<file path="src/shared/fsps_defs.svh">
/*
 * Constants of the flash self-program sequencer: register map, key
 * values, reset values and operation timing.
 * Assumes a 100 MHz instruction clock and an 8-bit register port.
 */
// Operation
// - Second instruction cycle after read request is used for the fetch.
// - Fetched word sits in data pair the cycle after the fetch.
// - Data pair holds the word until another read or software write.
// - Read and write bits are set-only; hardware clears them on completion.
// - Erase, latch load and program run only after a complete unlock.
// - Setting write bit after valid unlock forces two no-operation slots.
// - Row erase or program stalls execution about 2 ms, then continues.
// - Latch load only forces two no-operations, no stall.
// - Erase acts on whole rows; any address in the row selects it.
// - During erase halt clocks and peripherals keep running, not sleep.
// - After erase, execution resumes at third instruction after write bit.
// - Write allowed only with write enable set; it is clear after reset.
// - Unlock key register is write-only and reads as zero.
// - A broken unlock starts neither latch load nor program write.
`ifndef FSPS_DEFS_SVH
`define FSPS_DEFS_SVH

// ****************************************
// Register port
// ****************************************
`define FSPS_ADDR_W          3
`define FSPS_DATA_W          8
`define FSPS_ADR_ADDR_LOW    3'h0
`define FSPS_ADR_ADDR_HIGH   3'h1
`define FSPS_ADR_DATA_LOW    3'h2
`define FSPS_ADR_DATA_HIGH   3'h3
`define FSPS_ADR_CONTROL     3'h4
`define FSPS_ADR_UNLOCK_KEY  3'h5

// ****************************************
// Flash geometry
// ****************************************
`define FSPS_FADDR_W         15
`define FSPS_FDATA_W         14
`define FSPS_ADDR_HI_W       7
`define FSPS_DATA_HI_W       6
`define FSPS_ROW_BITS        5
`define FSPS_ROW_MASK        5'h00

// ****************************************
// Unlock keys and reset values
// ****************************************
`define FSPS_KEY_FIRST       8'h55
`define FSPS_KEY_SECOND      8'haa
`define FSPS_BYTE_ZERO       8'h00
`define FSPS_ADDR_RST        15'h0000
`define FSPS_DATA_RST        14'h0000

// ****************************************
// Timing
// ****************************************
`define FSPS_CLK_PERIOD_NS   10
`define FSPS_OP_TIME_MS      2
`define FSPS_NS_PER_MS       1000000
`define FSPS_OP_CNT_W        18
`define FSPS_CNT_ONE         18'h00001

`endif

</file>
<file path="src/shared/fsps_pkg.sv">
/*
 * Types of the flash self-program sequencer.
 * Assumes fsps_defs.svh is on the include path.
 */
`include "fsps_defs.svh"

package fsps_pkg;

	// ****************************************
	// Control register layout
	// ****************************************
	typedef struct packed {
		logic spare;
		logic config_space_select;
		logic load_latches_only;
		logic erase_select;
		logic write_error_flag;
		logic write_enable_bit;
		logic wr;
		logic rd;
	} fsps_ctrl_t;

	typedef struct packed {
		logic [`FSPS_ADDR_W-1:0] addr;
		logic [`FSPS_DATA_W-1:0] wdata;
		logic                    wr;
		logic                    rd;
	} fsps_bus_t;

	// ****************************************
	// State machines
	// ****************************************
	typedef enum logic [2:0] {
		FSPS_IDLE     = 3'h0,
		FSPS_RD_ISSUE = 3'h1,
		FSPS_RD_CAPT  = 3'h3,
		FSPS_WR_NOP1  = 3'h2,
		FSPS_WR_NOP2  = 3'h6,
		FSPS_WR_STALL = 3'h7
	} fsps_state_t;

	typedef enum logic [1:0] {
		FSPS_UL_IDLE  = 2'h0,
		FSPS_UL_KEY1  = 2'h1,
		FSPS_UL_ARMED = 2'h3
	} fsps_ul_state_t;

endpackage

</file>
<file path="src/hw/fsps_unlock.sv">
/*
 * Unlock sequence detector: tracks the two key writes.
 * Assumes bus strobes from logic on the same clock.
 */
`timescale 1ns/1ps
`include "fsps_defs.svh"

module fsps_unlock
(
	input  wire logic                      i_clk,
	input  wire logic                      i_rst,
	input  wire logic                      i_key_wr,
	input  wire logic [`FSPS_DATA_W-1:0]   i_key_data,
	input  wire logic                      i_any_strobe,
	output logic                           o_armed
);
	import fsps_pkg::*;

	fsps_ul_state_t state_q;
	fsps_ul_state_t state_d;

	// ****************************************
	// Key tracking
	// ****************************************
	always_comb
	begin
		state_d = state_q;
		if (i_key_wr && i_key_data == `FSPS_KEY_FIRST)
			state_d = FSPS_UL_KEY1;
		else if (i_key_wr && i_key_data == `FSPS_KEY_SECOND && state_q == FSPS_UL_KEY1)
			state_d = FSPS_UL_ARMED;
		else if (i_any_strobe)
			state_d = FSPS_UL_IDLE;
	end

	always_ff @(posedge i_clk)
	begin
		if (i_rst)
			state_q <= FSPS_UL_IDLE;
		else
			state_q <= state_d;
	end

	assign o_armed = (state_q == FSPS_UL_ARMED);

	// ****************************************
	// Checks
	// ****************************************
	property p_ul_break;
		@(posedge i_clk) disable iff (i_rst)
		(i_any_strobe && !i_key_wr) |=> !o_armed;
	endproperty
	a_ul_break: assert property (p_ul_break) else $error("unlock kept after other access");

	property p_ul_arm;
		@(posedge i_clk) disable iff (i_rst)
		$rose(o_armed) |-> $past(i_key_wr) && $past(i_key_data) == `FSPS_KEY_SECOND;
	endproperty
	a_ul_arm: assert property (p_ul_arm) else $error("armed without second key");

endmodule

</file>
<file path="src/hw/fsps_top.sv">
/*
 * Flash self-program sequencer: address/data pair, control and unlock
 * registers, single word read, latch load, row program and row erase.
 * Assumes the core issues one register strobe per instruction cycle, the
 * flash array returns a word one cycle after its read strobe, and the core
 * honours the forced no-operation and stall outputs.
 */
`timescale 1ns/1ps
`include "fsps_defs.svh"

module fsps_top
#(
	parameter logic [`FSPS_OP_CNT_W-1:0] P_OP_CYCLES =
		`FSPS_OP_CNT_W'(`FSPS_OP_TIME_MS * `FSPS_NS_PER_MS / `FSPS_CLK_PERIOD_NS)
)
(
	input  wire logic                         I_SYS_CLK,
	input  wire logic                         I_RST,
	input  wire logic [`FSPS_ADDR_W-1:0]      I_ADDR,
	input  wire logic [`FSPS_DATA_W-1:0]      I_WDATA,
	input  wire logic                         I_WR,
	input  wire logic                         I_RD,
	output logic      [`FSPS_DATA_W-1:0]      O_RDATA,
	input  wire logic [`FSPS_FDATA_W-1:0]     I_FLASH_RDATA,
	output logic                              O_FLASH_RD,
	output logic      [`FSPS_FADDR_W-1:0]     O_FLASH_ADDR,
	output logic      [`FSPS_FDATA_W-1:0]     O_FLASH_WDATA,
	output logic                              O_CFG_SPACE,
	output logic                              O_LATCH_LOAD,
	output logic                              O_PROG_START,
	output logic                              O_ERASE_START,
	output logic                              O_FORCE_NOP,
	output logic                              O_STALL
);
	import fsps_pkg::*;

	// ****************************************
	// Decoding
	// ****************************************
	function automatic logic hit(input fsps_bus_t b, input logic [`FSPS_ADDR_W-1:0] a,
		input logic is_wr);
		hit = (is_wr ? b.wr : b.rd) && b.addr == a;
	endfunction

	fsps_bus_t                      bus;
	fsps_ctrl_t                     wd;
	logic                           armed;

	assign bus = '{addr: I_ADDR, wdata: I_WDATA, wr: I_WR, rd: I_RD};
	assign wd  = fsps_ctrl_t'(I_WDATA);

	// ****************************************
	// State
	// ****************************************
	fsps_state_t                    state_q;
	fsps_state_t                    state_d;
	fsps_ctrl_t                     ctrl_q;
	fsps_ctrl_t                     ctrl_d;
	logic [`FSPS_FADDR_W-1:0]       addr_q;
	logic [`FSPS_FADDR_W-1:0]       addr_d;
	logic [`FSPS_FADDR_W-1:0]       flash_addr_q;
	logic [`FSPS_FADDR_W-1:0]       flash_addr_d;
	logic [`FSPS_FDATA_W-1:0]       data_q;
	logic [`FSPS_FDATA_W-1:0]       data_d;
	logic [`FSPS_OP_CNT_W-1:0]      cnt_q;
	logic [`FSPS_OP_CNT_W-1:0]      cnt_d;
	logic [`FSPS_DATA_W-1:0]        rdata_q;
	logic [`FSPS_DATA_W-1:0]        rdata_d;
	logic                           flash_rd_q;
	logic                           flash_rd_d;
	logic                           latch_q;
	logic                           latch_d;
	logic                           prog_q;
	logic                           prog_d;
	logic                           erase_q;
	logic                           erase_d;
	logic                           nop_q;
	logic                           nop_d;
	logic                           stall_q;
	logic                           stall_d;
	logic                           ctrl_wr;
	logic                           wr_start;
	logic                           rd_start;

	fsps_unlock u_unlock
	(
		.i_clk        (I_SYS_CLK),
		.i_rst        (I_RST),
		.i_key_wr     (hit(bus, `FSPS_ADR_UNLOCK_KEY, 1'b1)),
		.i_key_data   (I_WDATA),
		.i_any_strobe (I_WR | I_RD),
		.o_armed      (armed)
	);

	assign ctrl_wr  = hit(bus, `FSPS_ADR_CONTROL, 1'b1);
	// Write bit only after unlock and with writes enabled
	assign wr_start = ctrl_wr && wd.wr && armed && wd.write_enable_bit
		&& state_q == FSPS_IDLE;
	assign rd_start = ctrl_wr && wd.rd && !wr_start && state_q == FSPS_IDLE;

	// ****************************************
	// Sequencer
	// ****************************************
	always_comb
	begin
		state_d = state_q;
		cnt_d   = cnt_q;
		unique case (state_q)
			FSPS_IDLE:
			begin
				if (wr_start)
					state_d = FSPS_WR_NOP1;
				else if (rd_start)
					state_d = FSPS_RD_ISSUE;
			end
			FSPS_RD_ISSUE:
				state_d = FSPS_RD_CAPT;
			FSPS_RD_CAPT:
				state_d = FSPS_IDLE;
			FSPS_WR_NOP1:
				state_d = FSPS_WR_NOP2;
			FSPS_WR_NOP2:
			begin
				cnt_d = '0;
				// Latch load goes on without stall
				if (ctrl_q.load_latches_only && !ctrl_q.erase_select)
					state_d = FSPS_IDLE;
				else
					state_d = FSPS_WR_STALL;
			end
			FSPS_WR_STALL:
			begin
				// Counter keeps running on the live clock; only fetch halts
				if (cnt_q == P_OP_CYCLES - `FSPS_CNT_ONE)
					state_d = FSPS_IDLE;
				else
					cnt_d = cnt_q + `FSPS_CNT_ONE;
			end
			default:
				state_d = FSPS_IDLE;
		endcase
	end

	// ****************************************
	// Registers and side effects
	// ****************************************
	always_comb
	begin
		ctrl_d = ctrl_q;
		addr_d = addr_q;
		data_d = data_q;
		if (hit(bus, `FSPS_ADR_ADDR_LOW, 1'b1))
			addr_d[`FSPS_DATA_W-1:0] = I_WDATA;
		if (hit(bus, `FSPS_ADR_ADDR_HIGH, 1'b1))
			addr_d[`FSPS_FADDR_W-1:`FSPS_DATA_W] = I_WDATA[`FSPS_ADDR_HI_W-1:0];
		if (hit(bus, `FSPS_ADR_DATA_LOW, 1'b1))
			data_d[`FSPS_DATA_W-1:0] = I_WDATA;
		if (hit(bus, `FSPS_ADR_DATA_HIGH, 1'b1))
			data_d[`FSPS_FDATA_W-1:`FSPS_DATA_W] = I_WDATA[`FSPS_DATA_HI_W-1:0];
		if (ctrl_wr)
		begin
			ctrl_d.config_space_select = wd.config_space_select;
			ctrl_d.load_latches_only   = wd.load_latches_only;
			ctrl_d.erase_select        = wd.erase_select;
			ctrl_d.write_error_flag    = wd.write_error_flag;
			ctrl_d.write_enable_bit    = wd.write_enable_bit;
		end
		// Set-only from software
		if (wr_start)
			ctrl_d.wr = 1'b1;
		if (rd_start)
			ctrl_d.rd = 1'b1;
		if (state_q == FSPS_RD_CAPT)
		begin
			data_d    = I_FLASH_RDATA;
			ctrl_d.rd = 1'b0;
		end
		if (state_q != FSPS_IDLE && state_d == FSPS_IDLE && ctrl_q.wr)
			ctrl_d.wr = 1'b0;
		ctrl_d.spare = 1'b0;
	end

	always_comb
	begin
		rdata_d = `FSPS_BYTE_ZERO;
		if (I_RD)
		begin
			unique case (I_ADDR)
				`FSPS_ADR_ADDR_LOW:  rdata_d = addr_q[`FSPS_DATA_W-1:0];
				`FSPS_ADR_ADDR_HIGH: rdata_d = {1'b0, addr_q[`FSPS_FADDR_W-1:`FSPS_DATA_W]};
				`FSPS_ADR_DATA_LOW:  rdata_d = data_q[`FSPS_DATA_W-1:0];
				`FSPS_ADR_DATA_HIGH: rdata_d = {2'b00, data_q[`FSPS_FDATA_W-1:`FSPS_DATA_W]};
				`FSPS_ADR_CONTROL:   rdata_d = ctrl_q;
				default:             rdata_d = `FSPS_BYTE_ZERO;
			endcase
		end
	end

	always_comb
	begin
		flash_rd_d = (state_d == FSPS_RD_ISSUE);
		// Second slot after read request and both slots after write bit
		nop_d      = (state_d == FSPS_RD_CAPT) || (state_d == FSPS_WR_NOP1)
			|| (state_d == FSPS_WR_NOP2);
		stall_d    = (state_d == FSPS_WR_STALL);
		latch_d    = (state_d == FSPS_WR_NOP1) && ctrl_d.load_latches_only
			&& !ctrl_d.erase_select;
		erase_d    = (state_q == FSPS_WR_NOP2) && (state_d == FSPS_WR_STALL)
			&& ctrl_q.erase_select;
		prog_d     = (state_q == FSPS_WR_NOP2) && (state_d == FSPS_WR_STALL)
			&& !ctrl_q.erase_select;
		// Erase sees the row base; low bits only pick a latch
		flash_addr_d = erase_d ? {addr_d[`FSPS_FADDR_W-1:`FSPS_ROW_BITS], `FSPS_ROW_MASK}
			: addr_d;
	end

	always_ff @(posedge I_SYS_CLK)
	begin
		if (I_RST)
		begin
			state_q    <= FSPS_IDLE;
			// Reset of one cycle that cuts an erase or program leaves the error flag; a longer reset clears it
			ctrl_q     <= '{write_error_flag: ctrl_q.wr, default: 1'b0};
			addr_q     <= `FSPS_ADDR_RST;
			data_q     <= `FSPS_DATA_RST;
			cnt_q      <= '0;
			rdata_q    <= `FSPS_BYTE_ZERO;
			flash_rd_q <= 1'b0;
			latch_q    <= 1'b0;
			prog_q     <= 1'b0;
			erase_q    <= 1'b0;
			nop_q      <= 1'b0;
			stall_q    <= 1'b0;
			flash_addr_q <= `FSPS_ADDR_RST;
		end
		else
		begin
			state_q    <= state_d;
			ctrl_q     <= ctrl_d;
			addr_q     <= addr_d;
			data_q     <= data_d;
			cnt_q      <= cnt_d;
			rdata_q    <= rdata_d;
			flash_rd_q <= flash_rd_d;
			latch_q    <= latch_d;
			prog_q     <= prog_d;
			erase_q    <= erase_d;
			nop_q      <= nop_d;
			stall_q    <= stall_d;
			flash_addr_q <= flash_addr_d;
		end
	end

	// ****************************************
	// Outputs
	// ****************************************
	assign O_RDATA       = rdata_q;
	assign O_FLASH_RD    = flash_rd_q;
	assign O_FLASH_ADDR  = flash_addr_q;
	assign O_FLASH_WDATA = data_q;
	assign O_CFG_SPACE   = ctrl_q.config_space_select;
	assign O_LATCH_LOAD  = latch_q;
	assign O_PROG_START  = prog_q;
	assign O_ERASE_START = erase_q;
	assign O_FORCE_NOP   = nop_q;
	assign O_STALL       = stall_q;

	// ****************************************
	// Checks
	// ****************************************
	logic [`FSPS_OP_CNT_W-1:0] stall_len_q;

	always_ff @(posedge I_SYS_CLK)
	begin
		if (I_RST || !O_STALL)
			stall_len_q <= '0;
		else
			stall_len_q <= stall_len_q + `FSPS_CNT_ONE;
	end

	property p_rd_slot;
		@(posedge I_SYS_CLK) disable iff (I_RST)
		rd_start |=> O_FLASH_RD && !O_FORCE_NOP ##1 O_FORCE_NOP && !O_FLASH_RD;
	endproperty
	a_rd_slot: assert property (p_rd_slot) else $error("read fetch slot wrong");

	property p_rd_data;
		@(posedge I_SYS_CLK) disable iff (I_RST)
		O_FLASH_RD |=> ##1 O_FLASH_WDATA == $past(I_FLASH_RDATA);
	endproperty
	a_rd_data: assert property (p_rd_data) else $error("read word not captured");

	property p_data_hold;
		@(posedge I_SYS_CLK) disable iff (I_RST)
		(state_q != FSPS_RD_CAPT && !hit(bus, `FSPS_ADR_DATA_LOW, 1'b1)
			&& !hit(bus, `FSPS_ADR_DATA_HIGH, 1'b1)) |=> $stable(data_q);
	endproperty
	a_data_hold: assert property (p_data_hold) else $error("data pair changed");

	property p_bits_set_only;
		@(posedge I_SYS_CLK) disable iff (I_RST)
		(ctrl_q.rd || ctrl_q.wr) && state_q != FSPS_RD_CAPT && state_d != FSPS_IDLE
			|=> (ctrl_q.rd || ctrl_q.wr);
	endproperty
	a_bits_set_only: assert property (p_bits_set_only) else $error("bit cleared early");

	property p_wr_nops;
		@(posedge I_SYS_CLK) disable iff (I_RST)
		wr_start |=> O_FORCE_NOP [*2] ##1 !O_FORCE_NOP;
	endproperty
	a_wr_nops: assert property (p_wr_nops) else $error("forced no-ops wrong");

	property p_stall_len;
		@(posedge I_SYS_CLK) disable iff (I_RST)
		$fell(O_STALL) && !$past(I_RST) |-> $past(stall_len_q) == P_OP_CYCLES - `FSPS_CNT_ONE;
	endproperty
	a_stall_len: assert property (p_stall_len) else $error("stall length wrong");

	property p_latch_no_stall;
		@(posedge I_SYS_CLK) disable iff (I_RST)
		O_LATCH_LOAD |-> ##2 !O_STALL && !O_FORCE_NOP && !ctrl_q.wr;
	endproperty
	a_latch_no_stall: assert property (p_latch_no_stall) else $error("latch load stalled");

	property p_erase_row;
		@(posedge I_SYS_CLK) disable iff (I_RST)
		O_ERASE_START |-> O_FLASH_ADDR[`FSPS_ROW_BITS-1:0] == `FSPS_ROW_MASK && O_STALL;
	endproperty
	a_erase_row: assert property (p_erase_row) else $error("erase not row aligned");

	property p_resume;
		@(posedge I_SYS_CLK) disable iff (I_RST)
		$fell(O_STALL) |-> state_q == FSPS_IDLE && !ctrl_q.wr && !O_FORCE_NOP;
	endproperty
	a_resume: assert property (p_resume) else $error("no clean resume");

	property p_write_enable_bit_gate;
		@(posedge I_SYS_CLK) disable iff (I_RST)
		$rose(ctrl_q.wr) |-> ctrl_q.write_enable_bit && $past(armed);
	endproperty
	a_write_enable_bit_gate: assert property (p_write_enable_bit_gate) else $error("write without enable");

	property p_key_reads_zero;
		@(posedge I_SYS_CLK) disable iff (I_RST)
		hit(bus, `FSPS_ADR_UNLOCK_KEY, 1'b0) |=> O_RDATA == `FSPS_BYTE_ZERO;
	endproperty
	a_key_reads_zero: assert property (p_key_reads_zero) else $error("key read nonzero");

	property p_no_op_unlocked;
		@(posedge I_SYS_CLK) disable iff (I_RST)
		O_LATCH_LOAD |-> $past(armed) && $past(ctrl_wr);
	endproperty
	a_no_op_unlocked: assert property (p_no_op_unlocked) else $error("op without unlock");

	property p_no_run_unlocked;
		@(posedge I_SYS_CLK) disable iff (I_RST)
		(O_PROG_START || O_ERASE_START) |-> $past(armed, 3) && $past(ctrl_wr, 3);
	endproperty
	a_no_run_unlocked: assert property (p_no_run_unlocked) else $error("run without unlock");

	property p_clock_runs;
		@(posedge I_SYS_CLK) disable iff (I_RST)
		O_STALL && $past(O_STALL) |-> cnt_q == $past(cnt_q) + `FSPS_CNT_ONE;
	endproperty
	a_clock_runs: assert property (p_clock_runs) else $error("halt froze timing");

endmodule

</file>
<file path="config.mk">
export PLATFORM = sky130hd
export DESIGN_NAME = fsps_top
export DESIGN_NICKNAME = d
export VERILOG_FILES = /design/src/shared/fsps_pkg.sv /design/src/hw/fsps_unlock.sv /design/src/hw/fsps_top.sv
export VERILOG_INCLUDE_DIRS = /design/src /design/src/shared
export SDC_FILE = /design/constraint.sdc
export NUM_CORES = 1
export LEC_CHECK = 0
export BUFFER_PORTS_ARGS = -buffer_cell sky130_fd_sc_hd__buf_4
export CAP_MARGIN = 25
export CORE_MARGIN = 10
export CORE_UTILIZATION = 35
export CTS_CLUSTER_DIAMETER = 40
export DETAILED_ROUTE_END_ITERATION = 8
export PLACE_DENSITY = 0.55
export SKIP_LAST_GASP = 1
export SLEW_MARGIN = 20
export SYNTH_ARGS = -nofsm -noshare
export SYNTH_HDL_FRONTEND = slang
export SYNTH_SLANG_ARGS = --single-unit
</file>
<file path="constraint.sdc">
create_clock -name I_SYS_CLK -period 1.7 [get_ports I_SYS_CLK]
set_input_delay 0.17 -clock I_SYS_CLK [delete_from_list [all_inputs] [get_ports I_SYS_CLK]]
set_output_delay 0.17 -clock I_SYS_CLK [all_outputs]
set_load 0.005 [all_outputs]
</file>
==> summary.md <==
| Metric | Value |
|---|---|
| Post-DP HPWL | 7.45 mm |
| I/O Buffers | 72 |
| Power Dens Cells | roughly 790 nW/um2 |
| Register area | 1580 um2 |
| Ys async rst share | 0 |
| Drt first-iter violations | 175 |
| Hold Crit Class | input pin to register |
| Top FF cell, synth | dfxtp_1 |
| Layout area overhead | 30.3% |
| Most frequent cells in the layout | buf_4 (108), dfxtp_1 (69), nor2_1 (49) |
| Placed inst area | approximately 4400 um2 |
| TritonCTS Buffers | 9 |
| Top-Level Pins | 73 |
| Final Max Slew Viols | 0 |
| Die X | 122 um |
| Post-Syn Nets | 424 |
| Largest net degree at the start of global routing | approximately 40 |
| CTS clk-pin slew, worst paths | about 0.08 ns |
| Maximum vdd drop | 0.326 mV |
| GRT Util Overall | 0.133 |
| DR WL/cell | 16.2 um |
| Slew @ Worst Pin | about 0.40 ns |
| Die height | ~120 um |
| Crit end category | register |
| Hold depth | 3 |
| First-pass GRT wire length | approximately 16 mm |
| Slew headroom | 0.731 |
| Seq cells post-synth | 78 |
| Fillers | a little over 1k |
| Fraction of layout cells with a size suffix above 1 | 0.313 |
| CTS max path bufs | 2 |
| Rows | 37 |
| Nets | ~500 |
| Initial antenna violation count | 0 |
| Sequential fraction of the synthesis area | 0.435 |
| Fmax | around 590 MHz |
| Skew-Pair Late Insertion Delay | 0.35 ns |
| RSZ-0062 raised after global routing | true |
| Routability cong. | ~0.8 |
| R2R Path End | cnt_q[13] |
| Final period utilization | 0.992 |
| Final Skew | 0.0142 ns |
| Final Hold Viols | 0 |
| Drt total wl | 9.99 mm |
| Setup TNS | 0 ns |
| Max FO, Critical Path | 8 |
| CP Data Arrival Time | between 1.5 and 2 ns |
| Reg-to-Reg Start | cnt_q[7] |
| Crit path time final | 1.69 ns |
| Full die area | ~15000 um2 |
| Worst setup path class | register to register |
| Sink Count | 78 |
| Detailed-route DRC error count | 0 |
| Final std cells w/o fill | 618 |
| Post-synth EDFFs | 1 |
| Yosys warnings | 0 |
| Leakage | between 1.5 and 2 nW |
| Worst r2r path cells | 4 |
| Final setup viols | 0 |
| Critical path startpoint category | register |
| Synth unique cells | 52 |
| Avg Cell Area, Syn | roughly 9 um2 |
| CP required | 1.99 ns |
| Min Hold Slack | about 0.11 ns |
| Hold Startpoint | I_WDATA[7] |
| Worst Hold Endpoint | addr_q[7] |
| Final ANT Viol Nets | 0 |
| Clock root buffer | clkbuf_8 |
| Max H-tree Level | 3 |
| Core Util, Final | 0.462 |
| Commonest non-fill, non-tap cell in the layout | buf_4 |
| ANT cells | 0 |
| Post-Syn Area | 3610 um2 |
| Vias post-DR | 3208 |
| Initial Utilization | 0.354 |
| Syn Inst Count | 394 |
| R2R setup slack | 0.01 ns |
| Outcome | finished clean |
| # placed instances | ~600 |
| Vias in the first global route | 3096 |
| Global route overflow | 0 |
| Finished Cell Area | 4700 um2 |
| Cts hold-fix bufs | 0 |
| CTS tree | built |
| Core box area | 10200 um2 |
| Pre-Repair DR Iteration Count | 4 |
| Total of max-cap violations | 0 |
| Area of the multi-input gates | between 1500 and 2000 um2 |
| Avg Vias per Cell | 5.19 |
==> cell usage after synthesis (7+ instances only) <==
library cell	n	area, um2
nor2_1	49	184
nand3_1	12	60.1
a21oi_1	24	120
or3_1	10	62.6
mux2i_1	32	320
nand2b_1	8	50.1
dfxtp_1	77	1540
clkbuf_1	15	56.3
buf_4	10	75.1
o21ai_0	12	60.1
buf_2	11	55.1
a211oi_1	16	120
inv_1	7	26.3
nand2_1	23	86.3
==> power breakdown <==
part	leakage [nW]	total [W]	internal (W)	switching, W
registers	0.636	0.00187	0.00185	0.0000175
clock network	0.110	0.00153	0.000864	0.000669
logic	1.12	0.000294	0.000144	0.000150
==> worst max-delay path by stage <==
stage | from | endpoint | slack, ns | depth (start not counted)
6_report | cnt_q[7] | cnt_q[13] | 0.01 | 4
4_1_cts | cnt_q[4] | cnt_q[16] | 0.02 | 5
5_1_grt | cnt_q[14] | cnt_q[6] | -0.10 | 7
3_3_place_gp | state_q[0] | O_LATCH_LOAD | -0.002 | 5
2_1_floorplan | cnt_q[3] | cnt_q[13] | 0.12 | 4
3_5_place_dp | state_q[0] | O_LATCH_LOAD | 0.03 | 5
==> critical path, stage by stage (launching register included) <==
cell and delay (ns):
dfxtp_1 0.41, nand2_1 0.21, or4_1 0.53, or3_1 0.32
a21oi_1 0.14
==> state kept, by name, summed over array words and instances (netlist names), 2 cells and up <==
register and flops:
state_q 3, O_FLASH_WDATA 14, addr_q 15, cnt_q 18, ctrl_q 6, O_RDATA 8
O_FLASH_ADDR 5, u_unlock.state_q 2
==> area by class of cell <==
cell class	instances	area share
multi-input combinational	272	0.399
sequential	78	0.336
timing repair buffer	109	0.177
tap	136	0.0362
clock buffer	12	0.0309
clock inverter	4	0.0149
inverter	7	0.00559
==> logic make-up after synthesis <==
| family | Yosys count | share of synthesized area |
|---|---|---|
| AND/OR/NAND/NOR | 156 | 0.238 |
| flip-flops | 78 | 0.435 |
| AO/OA/AOI/OAI | 74 | 0.130 |
| buffers and inverters | 44 | 0.0600 |
| multiplexers | 38 | 0.126 |
| XOR/XNOR | 3 | 0.00728 |
| adder cells (fa/ha/maj) | 1 | 0.00347 |
==> metrics by stage <==
| stage | worst slack [ns] | total power [W] |
|---|---|---|
| final | 0.0133 | 0.00370 |
| after global routing | -0.101 | 0.00384 |
| after floorplan | 0.120 | 0.00206 |
| after global placement | -0.00248 | 0.00221 |
| after detailed placement | 0.0261 | 0.00221 |
| after CTS | 0.0169 | 0.00374 |
==> per-layer routing <==
metal,track usage,part of all wire,wire length (um)
met4,0.0417,0.0097,97
met3,0.0430,0.065,651
met5,0,0,0
met2,0.192,0.44,4370
met1,0.184,0.49,4870
==> timing repair <==
| action | in CTS | in global routing |
|---|---|---|
| buffers inserted | 0 | 2 |
| cloned | 0 | 1 |
| resized for setup | 1 | 18 |
| pin swaps | 0 | 4 |
| endpoints found under the setup margin | 1 | 18 |
Power figures use the tool's default switching activity.
